==> config.mk <==
export PLATFORM = sky130hd
export DESIGN_NAME = crrd_top
export DESIGN_NICKNAME = d
export VERILOG_FILES = /design/src/rtl/crrd_qphase.v /design/src/rtl/crrd_top.v
export VERILOG_INCLUDE_DIRS = /design/src /design/src/rtl
export SDC_FILE = /design/constraint.sdc
export NUM_CORES = 1
export LEC_CHECK = 0
export ABC_AREA = 1
export BUFFER_PORTS_ARGS = -buffer_cell sky130_fd_sc_hd__buf_2
export CAP_MARGIN = 20
export CORE_MARGIN = 4
export CORE_UTILIZATION = 55
export CTS_CLUSTER_SIZE = 12
export DETAILED_ROUTE_END_ITERATION = 7
export GPL_TIMING_DRIVEN = 0
export PLACE_DENSITY = 0.78
export RECOVER_POWER = 25
export SLEW_MARGIN = 20
export SYNTH_ARGS = -nofsm -noshare
export SYNTH_HDL_FRONTEND = slang
export SYNTH_SLANG_ARGS = --single-unit
export TNS_END_PERCENT = 100
==> constraint.sdc <==
create_clock -name clk -period 5.7 [get_ports clk]
set_clock_uncertainty 0.1 [all_clocks]
set_input_delay 0.57 -clock clk [delete_from_list [all_inputs] [get_ports clk]]
set_output_delay 0.57 -clock clk [all_outputs]
set_load 0.01 [all_outputs]
==> src/rtl/crrd_regs.vh <==
// constants for the call, return-from-interrupt and software reset decoder
`ifndef CRRD_REGS_VH
`define CRRD_REGS_VH

// program counter and opcode widths
`define CRRD_PC_W           21
`define CRRD_OP_W           16

// relative call: prefix in the top five bits, 11-bit signed word offset below
`define CRRD_RELATIVE_CALL_OP_PFX      5'h1b
`define CRRD_RELATIVE_CALL_OP_OFS_W    11
`define CRRD_PC_STEP        21'h000002

// software reset opcode
`define CRRD_SWRST_OP       16'h00ff

// interrupt return: upper 15 bits fixed, bit 0 selects context restore
`define CRRD_RETI_PFX       15'h0008
`define CRRD_RETI_SEL_BIT   0

// context bus: thirteen bytes, byte index times eight is the low bit
`define CRRD_CTX_W          104
`define CRRD_CTX_WORKING    0
`define CRRD_CTX_STATUS     1
`define CRRD_CTX_BANK       2
`define CRRD_CTX_IP0_HIGH   3
`define CRRD_CTX_IP0_LOW    4
`define CRRD_CTX_IP1_HIGH   5
`define CRRD_CTX_IP1_LOW    6
`define CRRD_CTX_IP2_HIGH   7
`define CRRD_CTX_IP2_LOW    8
`define CRRD_CTX_PROD_HIGH  9
`define CRRD_CTX_PROD_LOW   10
`define CRRD_CTX_LATCH_HIGH 11
`define CRRD_CTX_LATCH_UPR  12

// shadow bank indices
`define CRRD_BANK_MAIN      1'b0
`define CRRD_BANK_LOW       1'b1

// interrupt state field of the interrupt control register
`define CRRD_STAT_W         2
`define CRRD_STAT_MAIN      2'h0
`define CRRD_STAT_LOW       2'h1
`define CRRD_STAT_HIGH      2'h2
`define CRRD_STAT_HIGH_LOW  2'h3

// quarter phases, one-hot
`define CRRD_Q1             4'h1
`define CRRD_Q_RST          4'h1

`endif

==> src/rtl/crrd_qphase.v <==
// quarter phase generator: splits each instruction cycle into four clocks
`include "crrd_regs.vh"

module crrd_qphase
(
	input  wire       clk,
	input  wire       rstn,
	input  wire       restart,
	output reg  [3:0] q_q
);

	reg [3:0] q_d;

	always @*
	begin
		q_d = {q_q[2:0], q_q[3]};
		// a software reset restarts the sequence at the first quarter
		if (restart)
			q_d = `CRRD_Q1;
	end

	always @(posedge clk or negedge rstn)
	begin
		if (!rstn)
			q_q <= `CRRD_Q_RST;
		else
			q_q <= q_d;
	end

endmodule

==> src/rtl/crrd_top.v <==
// decode and execute of relative call, interrupt return and software reset
//
// Function
// - a relative call pushes its own address plus 2 in the second quarter, writes the PC in the fourth, then idles one cycle.
// - the relative call target is the incremented PC plus twice the 11-bit signed offset after prefix 11011.
// - the software reset opcode 0x00ff returns every register and flag to its master clear value in one single-cycle word.
// - the software reset decodes in the first quarter, starts the reset in the second, clears in the third and skips the fourth by restarting at the first.
// - the interrupt return 0x0010/0x0011 pops the return stack into the PC and takes two cycles.
// - with the select bit at 1 the interrupt return copies the shadow context into all thirteen context registers.
// - with the select bit at 0 the interrupt return leaves every context register untouched.
// - two shadow sets, main and low, exist and the return restores from the one matching the current CPU state.
// - the interrupt return sets the high or low global interrupt enable for the level being left.
// - the interrupt return updates the interrupt state bits to show the level has been left.
// - loading the popped address never changes the program counter latches except through the shadow restore.
`include "crrd_regs.vh"

module crrd_top
(
	input  wire                            clk,
	input  wire                            rstn,
	input  wire [`CRRD_OP_W-1:0]           instr_word,
	input  wire [`CRRD_PC_W-1:0]           return_stack_top,
	input  wire                            irq_enter,
	input  wire                            irq_high,
	input  wire [`CRRD_CTX_W-1:0]          ctx_live,
	output reg  [`CRRD_PC_W-1:0]           pc_q,
	output reg                             stack_push_q,
	output reg  [`CRRD_PC_W-1:0]           stack_push_data_q,
	output reg                             stack_pop_q,
	output reg                             fetch_discard_q,
	output reg                             ctx_restore_q,
	output reg  [`CRRD_CTX_W-1:0]          ctx_out_q,
	output reg                             gie_high_q,
	output reg                             gie_low_q,
	output reg  [`CRRD_STAT_W-1:0]         int_state_q,
	output reg                             irq_taken_q,
	output reg                             sw_reset_q
);

	// execution states, one-hot
	localparam [2:0] ST_EXEC = 3'h1;
	localparam [2:0] ST_WAIT = 3'h2;
	localparam [2:0] ST_RST  = 3'h4;

	// decoded operation held from the first quarter to the fourth
	localparam [3:0] OP_NONE  = 4'h1;
	localparam [3:0] OP_RELATIVE_CALL_OP = 4'h2;
	localparam [3:0] OP_RETI  = 4'h4;
	localparam [3:0] OP_SWRST = 4'h8;

	wire [3:0]             q_q;
	reg  [2:0]             state_q;
	reg  [2:0]             state_d;
	reg  [3:0]             op_q;
	reg  [3:0]             op_d;
	reg                    sel_q;
	reg  [`CRRD_RELATIVE_CALL_OP_OFS_W-1:0] ofs_q;
	reg  [`CRRD_PC_W-1:0]  pc_d;
	reg  [`CRRD_PC_W-1:0]  target;
	reg  [`CRRD_STAT_W-1:0] stat_d;
	reg                    gie_high_d;
	reg                    gie_low_d;
	reg                    bank_sel;
	reg                    save_main;
	reg                    save_low;
	reg  [`CRRD_CTX_W-1:0] shadow_q [0:1];
	wire                   q1;
	wire                   q2;
	wire                   q4;
	wire                   is_relative_call_op;
	wire                   is_swrst;
	wire                   is_reti;
	wire                   take_irq;

	crrd_qphase u_qphase
	(
		.clk     (clk),
		.rstn    (rstn),
		.restart (sw_reset_q),
		.q_q     (q_q)
	);

	assign q1 = q_q[0];
	assign q2 = q_q[1];
	assign q4 = q_q[3];

	assign is_relative_call_op = (instr_word[15:11] == `CRRD_RELATIVE_CALL_OP_PFX);
	assign is_swrst = (instr_word == `CRRD_SWRST_OP);
	assign is_reti  = (instr_word[15:1] == `CRRD_RETI_PFX);

	// interrupts are only taken at a first quarter with no control flow pending
	assign take_irq = q1 && irq_enter && (state_q == ST_EXEC) && (op_q == OP_NONE);

	// decode in the first quarter; the wait cycle ignores the prefetched word
	always @*
	begin
		op_d = op_q;
		if (q1)
		begin
			op_d = OP_NONE;
			if (state_q == ST_EXEC)
			begin
				if (is_relative_call_op)
					op_d = OP_RELATIVE_CALL_OP;
				else if (is_reti)
					op_d = OP_RETI;
				else if (is_swrst)
					op_d = OP_SWRST;
			end
		end
	end

	always @*
	begin
		state_d = state_q;
		case (state_q)
			ST_EXEC:
			begin
				if (q4 && (op_q == OP_RELATIVE_CALL_OP || op_q == OP_RETI))
					state_d = ST_WAIT;
				else if (q2 && op_q == OP_SWRST)
					state_d = ST_RST;
			end
			ST_WAIT:
			begin
				if (q4)
					state_d = ST_EXEC;
			end
			ST_RST:
				state_d = ST_EXEC;
			default:
				state_d = ST_EXEC;
		endcase
	end

	// program counter: relative target or popped top, else plain increment
	always @*
	begin
		target = pc_q + {{(`CRRD_PC_W-`CRRD_RELATIVE_CALL_OP_OFS_W-1){ofs_q[`CRRD_RELATIVE_CALL_OP_OFS_W-1]}},
			ofs_q, 1'b0};
		pc_d = pc_q;
		if (q4)
		begin
			if (state_q == ST_EXEC && op_q == OP_RELATIVE_CALL_OP)
				pc_d = target;
			else if (state_q == ST_EXEC && op_q == OP_RETI)
				pc_d = return_stack_top;
			else
				pc_d = pc_q + `CRRD_PC_STEP;
		end
	end

	// restore from the bank that matches the level currently running
	always @*
	begin
		if (int_state_q == `CRRD_STAT_LOW)
			bank_sel = `CRRD_BANK_LOW;
		else
			bank_sel = `CRRD_BANK_MAIN;
	end

	// leaving a level: state falls back, that level's enable comes back on
	always @*
	begin
		stat_d     = int_state_q;
		gie_high_d = gie_high_q;
		gie_low_d  = gie_low_q;
		if (q4 && state_q == ST_EXEC && op_q == OP_RETI)
		begin
			case (int_state_q)
				`CRRD_STAT_HIGH_LOW:
				begin
					stat_d     = `CRRD_STAT_LOW;
					gie_high_d = 1'b1;
				end
				`CRRD_STAT_HIGH:
				begin
					stat_d     = `CRRD_STAT_MAIN;
					gie_high_d = 1'b1;
				end
				`CRRD_STAT_LOW:
				begin
					stat_d    = `CRRD_STAT_MAIN;
					gie_low_d = 1'b1;
				end
				default:
					gie_high_d = 1'b1;
			endcase
		end
		else if (take_irq)
		begin
			if (irq_high)
			begin
				gie_high_d = 1'b0;
				if (int_state_q == `CRRD_STAT_LOW)
					stat_d = `CRRD_STAT_HIGH_LOW;
				else
					stat_d = `CRRD_STAT_HIGH;
			end
			else
			begin
				gie_low_d = 1'b0;
				stat_d    = `CRRD_STAT_LOW;
			end
		end
	end

	always @*
	begin
		save_main = take_irq && irq_high;
		save_low  = take_irq && !irq_high;
	end

	// two shadow sets: main captured on entry to the high level, low on entry to the low level
	genvar b;
	generate
		for (b = 0; b < 2; b = b + 1)
		begin : g_shadow
			always @(posedge clk or negedge rstn)
			begin
				if (!rstn)
					shadow_q[b] <= {`CRRD_CTX_W{1'b0}};
				else if (sw_reset_q)
					shadow_q[b] <= {`CRRD_CTX_W{1'b0}};
				else if ((b == `CRRD_BANK_MAIN) ? save_main : save_low)
					shadow_q[b] <= ctx_live;
			end
		end
	endgenerate

	always @(posedge clk or negedge rstn)
	begin
		if (!rstn)
		begin
			state_q           <= ST_EXEC;
			op_q              <= OP_NONE;
			sel_q             <= 1'b0;
			ofs_q             <= {`CRRD_RELATIVE_CALL_OP_OFS_W{1'b0}};
			pc_q              <= {`CRRD_PC_W{1'b0}};
			stack_push_q      <= 1'b0;
			stack_push_data_q <= {`CRRD_PC_W{1'b0}};
			stack_pop_q       <= 1'b0;
			fetch_discard_q   <= 1'b0;
			ctx_restore_q     <= 1'b0;
			ctx_out_q         <= {`CRRD_CTX_W{1'b0}};
			gie_high_q        <= 1'b0;
			gie_low_q         <= 1'b0;
			int_state_q       <= `CRRD_STAT_MAIN;
			irq_taken_q       <= 1'b0;
			sw_reset_q        <= 1'b0;
		end
		else if (sw_reset_q)
		begin
			// same values as a master clear, one clock after the start
			state_q           <= ST_EXEC;
			op_q              <= OP_NONE;
			sel_q             <= 1'b0;
			ofs_q             <= {`CRRD_RELATIVE_CALL_OP_OFS_W{1'b0}};
			pc_q              <= {`CRRD_PC_W{1'b0}};
			stack_push_q      <= 1'b0;
			stack_push_data_q <= {`CRRD_PC_W{1'b0}};
			stack_pop_q       <= 1'b0;
			fetch_discard_q   <= 1'b0;
			ctx_restore_q     <= 1'b0;
			ctx_out_q         <= {`CRRD_CTX_W{1'b0}};
			gie_high_q        <= 1'b0;
			gie_low_q         <= 1'b0;
			int_state_q       <= `CRRD_STAT_MAIN;
			irq_taken_q       <= 1'b0;
			sw_reset_q        <= 1'b0;
		end
		else
		begin
			state_q     <= state_d;
			op_q        <= op_d;
			pc_q        <= pc_d;
			int_state_q <= stat_d;
			gie_high_q  <= gie_high_d;
			gie_low_q   <= gie_low_d;
			irq_taken_q <= take_irq;
			if (q1)
			begin
				sel_q <= instr_word[`CRRD_RETI_SEL_BIT];
				ofs_q <= instr_word[`CRRD_RELATIVE_CALL_OP_OFS_W-1:0];
			end
			// return address is the incremented PC, pushed in the second quarter
			stack_push_q <= q2 && state_q == ST_EXEC && op_q == OP_RELATIVE_CALL_OP;
			if (q2 && state_q == ST_EXEC && op_q == OP_RELATIVE_CALL_OP)
				stack_push_data_q <= pc_q;
			// quarter three of the reset clears everything and restarts the phases at the first quarter
			sw_reset_q <= q2 && state_q == ST_EXEC && op_q == OP_SWRST;
			stack_pop_q <= q4 && state_q == ST_EXEC && op_q == OP_RETI;
			// the word fetched during the first cycle belongs to the old flow
			fetch_discard_q <= q4 && state_q == ST_EXEC &&
				(op_q == OP_RELATIVE_CALL_OP || op_q == OP_RETI);
			// select bit clear leaves context alone: no strobe, bus held
			ctx_restore_q <= q4 && state_q == ST_EXEC && op_q == OP_RETI && sel_q;
			if (q4 && state_q == ST_EXEC && op_q == OP_RETI && sel_q)
				ctx_out_q <= shadow_q[bank_sel];
		end
	end

endmodule
## Word-level counts from Yosys, hierarchy flattened

Index checks and enable logic that the tools add are counted.
W data, S select, Z words.

- Register bits: 387
- Logic and storage cells: 126
- Input port bits: 145
- Output and inout bits: 156

- $add $sub $neg: 2
- Bitwise logic cells: 1
- Eq/ne operators: 18
- Reduce and logical (&&, ||, !) cells: 31
- Muxes and demuxes: 54
- Magnitude comparators: 1

Operator list:

| cell | number |
|---|---|
| $mux W104 | 9 |
| $mux W21 | 6 |
| $mux W4 | 7 |
| $mux W11 | 2 |
| $add A21 B2 Y21 const B | 1 |
| $add A21 B21 Y21 | 1 |
| $mux W1 | 20 |
| $eq A16 B8 Y1 const B | 1 |
| $logic_and A1 B1 Y1 | 16 |
| $eq A15 B4 Y1 const B | 1 |
| $mux W3 | 4 |
| $reduce_bool A2 Y1 | 6 |
| $mux W2 | 4 |
| $ne A3 B3 Y1 const B | 2 |
| $pmux W3 S2 | 1 |
| $reduce_and A3 Y1 | 2 |
| $reduce_bool A3 Y1 | 2 |
| $eq A5 B5 Y1 const B | 1 |
| $eq A2 B2 Y1 const B | 2 |
| $eq A4 B1 Y1 const B | 1 |
| $eq A4 B2 Y1 const B | 1 |
| $eq A4 B3 Y1 const B | 1 |
| $eq A4 B4 Y1 const B | 1 |
| $ne A4 B3 Y1 const B | 1 |
| 13 further kinds | 14 |

## Longest topological paths before layout

Gate-level depths: netlist of run 1.

- Depth in word-level cells: 8
- Gate-level depth with buffers: 13
- Mapped depth without buffers: 13

## By module

A second synthesis of run 1 with hierarchy kept.

- Cell total of the unflattened synthesis: 2217
- Area, all modules: 18029.8 um^2

Modules (own cells, without submodules):

| module | area each (um^2) | instances | sequential area each (um^2) | cells each |
|---|---|---|---|---|
| crrd_top | 17894.7 | 1 | 9561.7 | 2204 |
| crrd_qphase | 135.1 | 1 | 101.3 | 13 |

## Worst setup path before layout of run 1

No wires, ideal clock.

- Kind: reg-to-reg
- Start: register pc_q[1]
- End: register pc_q[17]
- Path buffers: 0
- Stages on the path, launching flop included: 13
- Setup time: 0.117 ns
- Arrival time: 1.766 ns
- Slack: 3.718 ns
- Required time: 5.483 ns
- Clock period less this slack: 1.982 ns
- Cell sequence: dfrtp_1 > ha_1 > fa_1 > nand3_1 > nand3_1 > nand2_1 > nand2_1 > nand2_1 > nand2_1 > nand2_1 > nand3_1 > nand2_1 > nand2_1

- Longest elaborated chain between the ends: 5
- Elaborated cells on any way between the ends: 6
- Classes of those cells: 2 x add/sub; 4 x mux

RTL lines:

| item | RTL line | source |
|---|---|---|
| from (decl) | crrd_top.v:26 | `` output reg [`CRRD_PC_W-1:0] pc_q, `` |
| from (signal assigned) | crrd_top.v:239 | `` pc_q <= {`CRRD_PC_W{1'b0}}; `` |
| from (signal assigned) | crrd_top.v:259 | `` pc_q <= {`CRRD_PC_W{1'b0}}; `` |
| from (signal assigned) | crrd_top.v:276 | `pc_q <= pc_d;` |
| $add A21 B2 Y21 (no line) | -- |  |
| $mux W21 | crrd_top.v:146 | `else if (state_q == ST_EXEC && op_q == OP_RETI)` |
| $mux W21 (*) | crrd_top.v:144 | `if (state_q == ST_EXEC && op_q == OP_RELATIVE_CALL_OP)` |
| $mux W21 (*) | crrd_top.v:142 | `if (q4)` |
| $mux W21 (*) | crrd_top.v:252 | `else if (sw_reset_q)` |

Mark *: on every way between the ends. The rest lies on a longest branch, timed or not. The select of a mux whose other input is x is not followed.
A chain may end at the register's enable or synchronous reset.

## Final worst setup path of run 1

- Start: register state_q[0]
- End: register ctx_out_q[23]

- Longest elaborated chain between the ends: 5

RTL lines:

| item | RTL line | source |
|---|---|---|
| from (decl) | crrd_top.v:52 | `reg [2:0] state_q;` |
| from (signal assigned) | crrd_top.v:274 | `state_q <= state_d;` |
| $eq A3 B1 Y1 | crrd_top.v:298 | `if (q4 && state_q == ST_EXEC && op_q == OP_RETI && sel_q)` |
| $logic_and A1 B1 Y1 (3 in series) | crrd_top.v:298 |  |
| $reduce_bool A2 Y1 (no line) | -- |  |
| to (signal assigned) | crrd_top.v:245 | `` ctx_out_q <= {`CRRD_CTX_W{1'b0}}; `` |
| to (signal assigned) | crrd_top.v:265 | `` ctx_out_q <= {`CRRD_CTX_W{1'b0}}; `` |
| to (signal assigned) | crrd_top.v:299 | `ctx_out_q <= shadow_q[bank_sel];` |
| to (decl) | crrd_top.v:32 | `` output reg [`CRRD_CTX_W-1:0] ctx_out_q, `` |

No other way between the ends.

==> flow_summary.toml, run 1 <==
[routing]
drc_errors = 0
vias = 16000
wl_um = 52600
dr.pass1.iters = 5
ant_nets = 0
wire_per_inst_um = 18.7
vias_per_cell = 5.66
drt_iter0_markers = 1306

[clocking]
htree_num_levels = 2
tritoncts_num_sinks = 386
cts_hold_buf = 1
cts_max_path_buffers = 3
root_buffer = "clkbuf_16"
cts_buffers = 42
clock_latency_ps = 540
cts_tree = "done"
cts_resized = 0
post_cts_buffers = 0
clk_pin_slew_ps = 60

[final_layout]
layout.nets = 2558
final_util_pct = 66.2
area_growth_pct = 18.5
seqCellArea_sq_um = 9660
drive_above_1_share_pct = 14.3
num-fill-cells = 2674
multi_input_comb_area_sq_um = 6750
fin_area_sq_um = 20900

[critical_path]
cp-startpoint = "state_q[0]"
crit_top_cell = "nand2_4"
cp-end-kind = "flip-flop"
worstSetupPathDepth = 11
crit_required_ps = 6000
endpoint = "ctx_out_q[23]"
reg2reg_from = "state_q[0]"
setup.worst_path.class = "flip-flop to flip-flop"
crit_path_max_incr_delay_ps = 520
crit_arrival_ps = 3210
ff2ff_setup_slack_ps = 2780
cp_slowest_cell = "dfstp_2"
cp_max_fo = 10
rr_worst_depth = 11
crit_path_cell_trace = "inv_2 -> nor2_4 -> nand2_4 -> nor2_1 -> nand2_1 -> inv_1 -> nand2_2 -> nand2_4 -> buf_6 -> buf_4 -> a21oi_1"
reg2reg_to = "ctx_out_q[23]"
setup.worst_path.start_class = "flip-flop"
timing.critical_path.buf_inv = 4
cp_top_family = "simple AND/OR/NAND/NOR gates"

[timing]
fin_crit_ps = 2920
hold_viol_final = 0
finalCritPeriodShare_pct = 51.2
setup_viol = 0
relSlewSlack_pct = 27.8
rsz0062_at_grt = "no"
slew_violations = 0
fin_ws_ps = 2780
max_slew.worst_pin.slew_ps = 1070
fmax_ghz = 0.343

[synthesis]
synth-async-reset-ratio_pct = 100
netlist_instances = 2042
synth_edf_count = 0
synth_ff_type = "dfrtp_1"
syn_nets = 2210
ys_seq_area_share_pct = 54.9
ys_warn_count = 0
syn_area_sq_um = 17600
syn_area_per_cell_sq_um = 8.63
ys_ff_latch = 386
synth_cell_types = 38

[grt]
antenna_found_initial = 12
grt_usage_pct = 29.4
grt_overflow = 0
grt_pass1_vias = 16000
grt_max_degree = 105
grt_pass1_wl_um = 84300

[hold_path]
hold_path_depth = 3
hold_path_class = "input port to flip-flop"

[place]
port_buffers = 300
place.gp.congestion = 1.00
place.detailed.hpwl_um = 37600
preCtsSetupSlack_ps = 3050
postPlaceCellArea_sq_um = 19700

[die]
dieArea_sq_um = 35000
ios = 301
core.rowCount = 65
initial_core_util_pct = 55.8
core-area_sq_um = 31600
die_h_um = 187
die_w_um = 187

[job]
maxCapViolations = 0

[pwr]
ir_worst_vdd_uv = 254
p_leak_nw = 10.4
power_density_nw_per_um2 = 267

[outcome]
outcome = "completed"
==> Yosys cell counts, types with 23 or more instances <==
master      n  area [sq um]
nand2_1   486          1820
dfrtp_1   383          9580
nor2_1    274          1030
a21oi_1   183           916
inv_1     126           473
o21ai_1   100           500
nand3_1    81           405
a22oi_1    80           601
o21ai_0    49           245
clkbuf_1   47           176
a21oi_2    32           280
buf_2      31           155
a31oi_1    25           156
o22ai_1    23           144
==> registers in the layout, indices dropped and copies added (netlist names), 2 cells and up <==
register,cells
ctx_out_q,104
int_state_q,2
ofs_q,11
op_q,4
pc_q,21
shadow_q,208
stack_push_data_q,21
state_q,3
u_qphase.q_q,4
==> worst register-to-register path, delay by kind of cell, from the launching register on <==
family / cells / cell delay, ps
buffers and inverters: 4 / 740
AND/OR/NAND/NOR: 6 / 1320
AO/OA/AOI/OAI: 1 / 100
flip-flops: 1 / 520
==> per-stage QoR <==
step,TNS [ps],cells,hold WS [ps],total power [W]
6_report,0,2817,148,0.00557
5_1_grt,0,2817,151,0.00574
4_1_cts,0,2816,133,0.00560
3_5_place_dp,0,2747,363,0.00295
3_3_place_gp,-1242510,2744,352,0.00293
2_1_floorplan,0,2042,174,0.00282
==> layer usage <==
layer / GRT usage (%) / share of wire [%] / up-vias
li1: - / - / 7468
met1: 39.3 / 41 / 7651
met2: 47.9 / 47 / 665
met3: 7.22 / 8.3 / 145
met4: 9.70 / 3.6 / 22
met5: 0 / 0.27 / -
==> cell type report <==
cell class / count / share of cell area (%)
sequential: 386 / 46.3
multi-input combinational: 1407 / 32.3
timing repair buffer: 304 / 6.90
clock buffer: 58 / 5.66
buffer: 117 / 3.31
tap: 402 / 2.41
inverter: 132 / 2.37
clock inverter: 10 / 0.713
antenna: 1 / 0.0120
==> kinds of logic (layout without fill, tap and decap cells) <==
kind of cell,count (synthesis),in the layout,synth area share (%)
buf+inv,249,621,6.74
xor+xnor,6,6,0.298
other cells,0,1,0
simple gates,880,880,20.0
flops,386,386,54.9
fa+ha+maj,23,23,1.68
compound gates,498,498,16.4
==> cell usage in the layout (no fill, tap or decap), types with 15 or more instances in the layout <==
| cell type | count |
|---|---|
| a21oi_1 | 183 |
| a21oi_2 | 32 |
| a22oi_1 | 80 |
| a31oi_1 | 25 |
| buf_2 | 199 |
| buf_4 | 15 |
| buf_6 | 21 |
| clkbuf_1 | 188 |
| clkbuf_16 | 43 |
| dfrtp_1 | 383 |
| ha_1 | 22 |
| inv_1 | 127 |
| nand2_1 | 487 |
| nand3_1 | 81 |
| nor2_1 | 275 |
| o21ai_0 | 49 |
| o21ai_1 | 100 |
| o22ai_1 | 23 |
==> where the power goes <==
group	internal (W)	switching [W]	leakage, nW
combinational	0.0000523	0.000102	4.61
sequential	0.00274	0	5.19
clock	0.00158	0.00109	0.646
total	0.00437	0.00119	10.4
==> how the worst min path moves through the flow <==
| stage | endpoint | start |
|---|---|---|
| 2_1_floorplan | ctx_out_q[0] | rstn |
| 3_3_place_gp | u_qphase.q_q[3] | u_qphase.q_q[2] |
| 3_5_place_dp | u_qphase.q_q[3] | u_qphase.q_q[2] |
| 4_1_cts | ofs_q[0] | instr_word[0] |
| 5_1_grt | ofs_q[0] | instr_word[0] |
| 6_report | ofs_q[0] | instr_word[0] |
Note: power is estimated with default switching activity, not from simulation.
==> inputs of run 2 (changes only) <==
--- a/config.mk
+++ b/config.mk
@@ -6,15 +6,15 @@
 export SDC_FILE = /design/constraint.sdc
 export NUM_CORES = 1
 export LEC_CHECK = 0
-export ABC_AREA = 1
+export ABC_AREA = 0
 export BUFFER_PORTS_ARGS = -buffer_cell sky130_fd_sc_hd__buf_2
 export CAP_MARGIN = 20
 export CORE_MARGIN = 4
-export CORE_UTILIZATION = 55
+export CORE_UTILIZATION = 51
 export CTS_CLUSTER_SIZE = 12
 export DETAILED_ROUTE_END_ITERATION = 7
 export GPL_TIMING_DRIVEN = 0
-export PLACE_DENSITY = 0.78
+export PLACE_DENSITY = 0.76
 export RECOVER_POWER = 25
 export SLEW_MARGIN = 20
 export SYNTH_ARGS = -nofsm -noshare
==> constraint.sdc (replaced) <==
create_clock -name clk -period 2.6 [get_ports clk]
set_clock_uncertainty 0.1 [all_clocks]
set_input_delay 0.26 -clock clk [delete_from_list [all_inputs] [get_ports clk]]
set_output_delay 0.26 -clock clk [all_outputs]
set_load 0.01 [all_outputs]
==> run 2 against run 1 <==
Global-route usage is 1.9 points higher. Total power is 120% higher. Combinational power grew to 3.5 times the previous value. Critical path type unchanged. Core utilization increased by 7.4 points. The flow now finishes with violations (setup timing). Sequential power is 120% higher. Synthesized area up 2.6%. Setup slack got worse by 2900 ps. Highest routed layer unchanged. Sequential cell count unchanged. Synthesized cell count is 8.6% lower.
==> flow_summary.toml, run 2 <==
[timing]
finalCritPeriodShare_pct = 103
max_slew.worst_pin.slew_ps = 1320
hold_viol_final = 0
relSlewSlack_pct = 12.3
slew_violations = 0
timing.hold.ws_ps = 38.0
rsz0062_at_grt = "yes"
fmax_ghz = 0.372
fin_ws_ps = -87.5
setup_viol = 107
fin_crit_ps = 2690

[place]
port_buffers = 300
place.gp.congestion = 0.916
place.detailed.hpwl_um = 38000
preCtsSetupSlack_ps = -633
postPlaceCellArea_sq_um = 20300

[routing]
drc_errors = 0
drt_iter0_markers = 1278
vias = 17100
vias_per_cell = 5.94
ant_nets = 0
wl_um = 64100
wire_per_inst_um = 22.3
dr.pass1.iters = 6

[pwr]
p_total_w = 0.0123
p_leak_nw = 13.1
power_density_nw_per_um2 = 483
ir_worst_vdd_uv = 413

[synthesis]
ys_ff_latch = 386
synthTopCellsByArea = "dfrtp_1, nand2_1, mux2i_1"
synth.most_common_cell = "nand2_1"
synth-async-reset-ratio_pct = 100
synth_edf_count = 0
yosysTopAreaCellShare_pct = 53.0
netlist_instances = 1866
syn_area_sq_um = 18100
syn_nets = 2034
synth_cell_types = 63
yosysTopAreaCell = "dfrtp_1"
synth_common_cells = "nand2_1, dfrtp_1, a21oi_1"
syn_area_per_cell_sq_um = 9.69
ys_warn_count = 0
synth_ff_type = "dfrtp_1"
ys_seq_area_share_pct = 53.5

[die]
die_w_um = 196
dieArea_sq_um = 38500
core.rowCount = 68
core-area_sq_um = 34700
initial_core_util_pct = 52.1
die_h_um = 196
ios = 301

[critical_path]
cp-startpoint = "state_q[0]"
cp-end-kind = "flip-flop"
crit_arrival_ps = 2980
crit_required_ps = 2890
rr_worst_depth = 10
setup.worst_path.class = "flip-flop to flip-flop"
reg2reg_from = "state_q[0]"
cp_max_fo = 8
setup.worst_path.start_class = "flip-flop"
crit_path_cell_trace = "or3b_4 -> or4_4 -> buf_6 -> nor2_4 -> nor2_4 -> buf_12 -> buf_12 -> clkbuf_16 -> nand2_4 -> o21ai_1"
crit_path_max_incr_delay_ps = 550
cp_slowest_cell = "or4_4"

[clocking]
root_buffer = "clkbuf_16"
cts_tree = "done"
tritoncts_num_sinks = 386
clock_latency_ps = 540
htree_num_levels = 2
cts_max_path_buffers = 3
cts_buffers = 42
clk_pin_slew_ps = 60

[final_layout]
final_cell_mix = "dfrtp_1, nand2_1, buf_2"
top_register = "shadow_q"
final_util_pct = 73.6
layout.nets = 2555
fin_area_sq_um = 25500
largest_reg_flops = 208
reg.largest.list = "shadow_q (208), ctx_out_q (104)"
drive_above_1_share_pct = 33.9
final_common_cell = "dfrtp_1"
area_growth_pct = 41.3
num-fill-cells = 2269

[outcome]
outcome = "finished with violations"
violations = "setup timing"

[grt]
grt_pass1_vias = 17600
grt_usage_pct = 31.3
grt_pass1_wl_um = 96700
antenna_found_initial = 8
grt_max_degree = 99
grt_overflow = 0

[job]
maxCapViolations = 0

[hold_path]
hold_path_depth = 3
hold_path_class = "input port to flip-flop"
min-delay-start = "return_stack_top[7]"
==> run 2: path summary, 6_finish.rpt <==
check	to	slack, ps
worst max-delay path	shadow_q[191]	-90
worst min-delay path	pc_q[7]	40
worst max register to register	shadow_q[191]	-90
worst min register to register	u_qphase.q_q[3]	370
max in group asynchronous	pc_q[8]	330
min in group asynchronous	shadow_q[38]	110
==> run 2: kinds of logic after synthesis <==
logic type | synth area share (%)
simple gates | 17.2
compound gates | 15.9
flops | 53.5
buf+inv | 4.00
mux | 6.49
xor+xnor | 1.31
fa+ha+maj | 1.63
==> run 2: metal layers <==
layer / vias to the layer above / wire length [um] / share of wire [%] / track usage [%]
met1: 8469 / 24000 / 38 / 39.6
met5: - / 20 / 0.031 / 0
met3: 215 / 5200 / 8.1 / 5.92
met2: 920 / 31500 / 49 / 53.1
li1: 7502 / - / - / -
met4: 4 / 3350 / 5.2 / 13.0
==> run 2: through the flow <==
| step | cells | TNS (ps) |
|---|---|---|
| global placement | 2621 | -2461030 |
| floorplan | 1866 | 0 |
| finish | 2879 | -4410 |
| global route | 2879 | -10150 |
| detailed placement | 2625 | -121480 |
| CTS | 2880 | -18590 |
==> run 2: area by class of cell <==
type	count	area, sq um	area share (%)
Buffer	128	1030	4.05
Tap cell	455	569	2.23
Antenna cell	6	15.0	0.0588
Timing Repair Buffer	490	3820	14.9
Clock inverter	8	58.8	0.230
Sequential cell	386	9670	37.8
Multi-Input combinational cell	1328	9080	35.6
Inverter	11	41.3	0.162
Clock buffer	67	1260	4.92
==> run 2: repair_timing <==
action	4_1_cts	5_1_grt
buffers inserted	35	16
hold endpoints to repair	333	0
hold buffers	121	0
cloned	25	3
pin swaps	100	124
setup endpoints to repair	371	368
resized for setup	387	292
==> run 2: worst max-delay path: cells and delay by family (launching register included) <==
kind / cells / cell delay (ps)
AOI/OAI and AO/OA: 1 / 50
buffers and inverters: 4 / 630
DFF: 1 / 530
and+or+nand+nor: 5 / 1210
==> run 2: report_power, final <==
group	leakage (nW)	internal (W)	switching [W]
clock network	0.650	0.00332	0.00247
logic	7.12	0.000231	0.000305
registers	5.30	0.00601	0
total	13.1	0.00956	0.00277
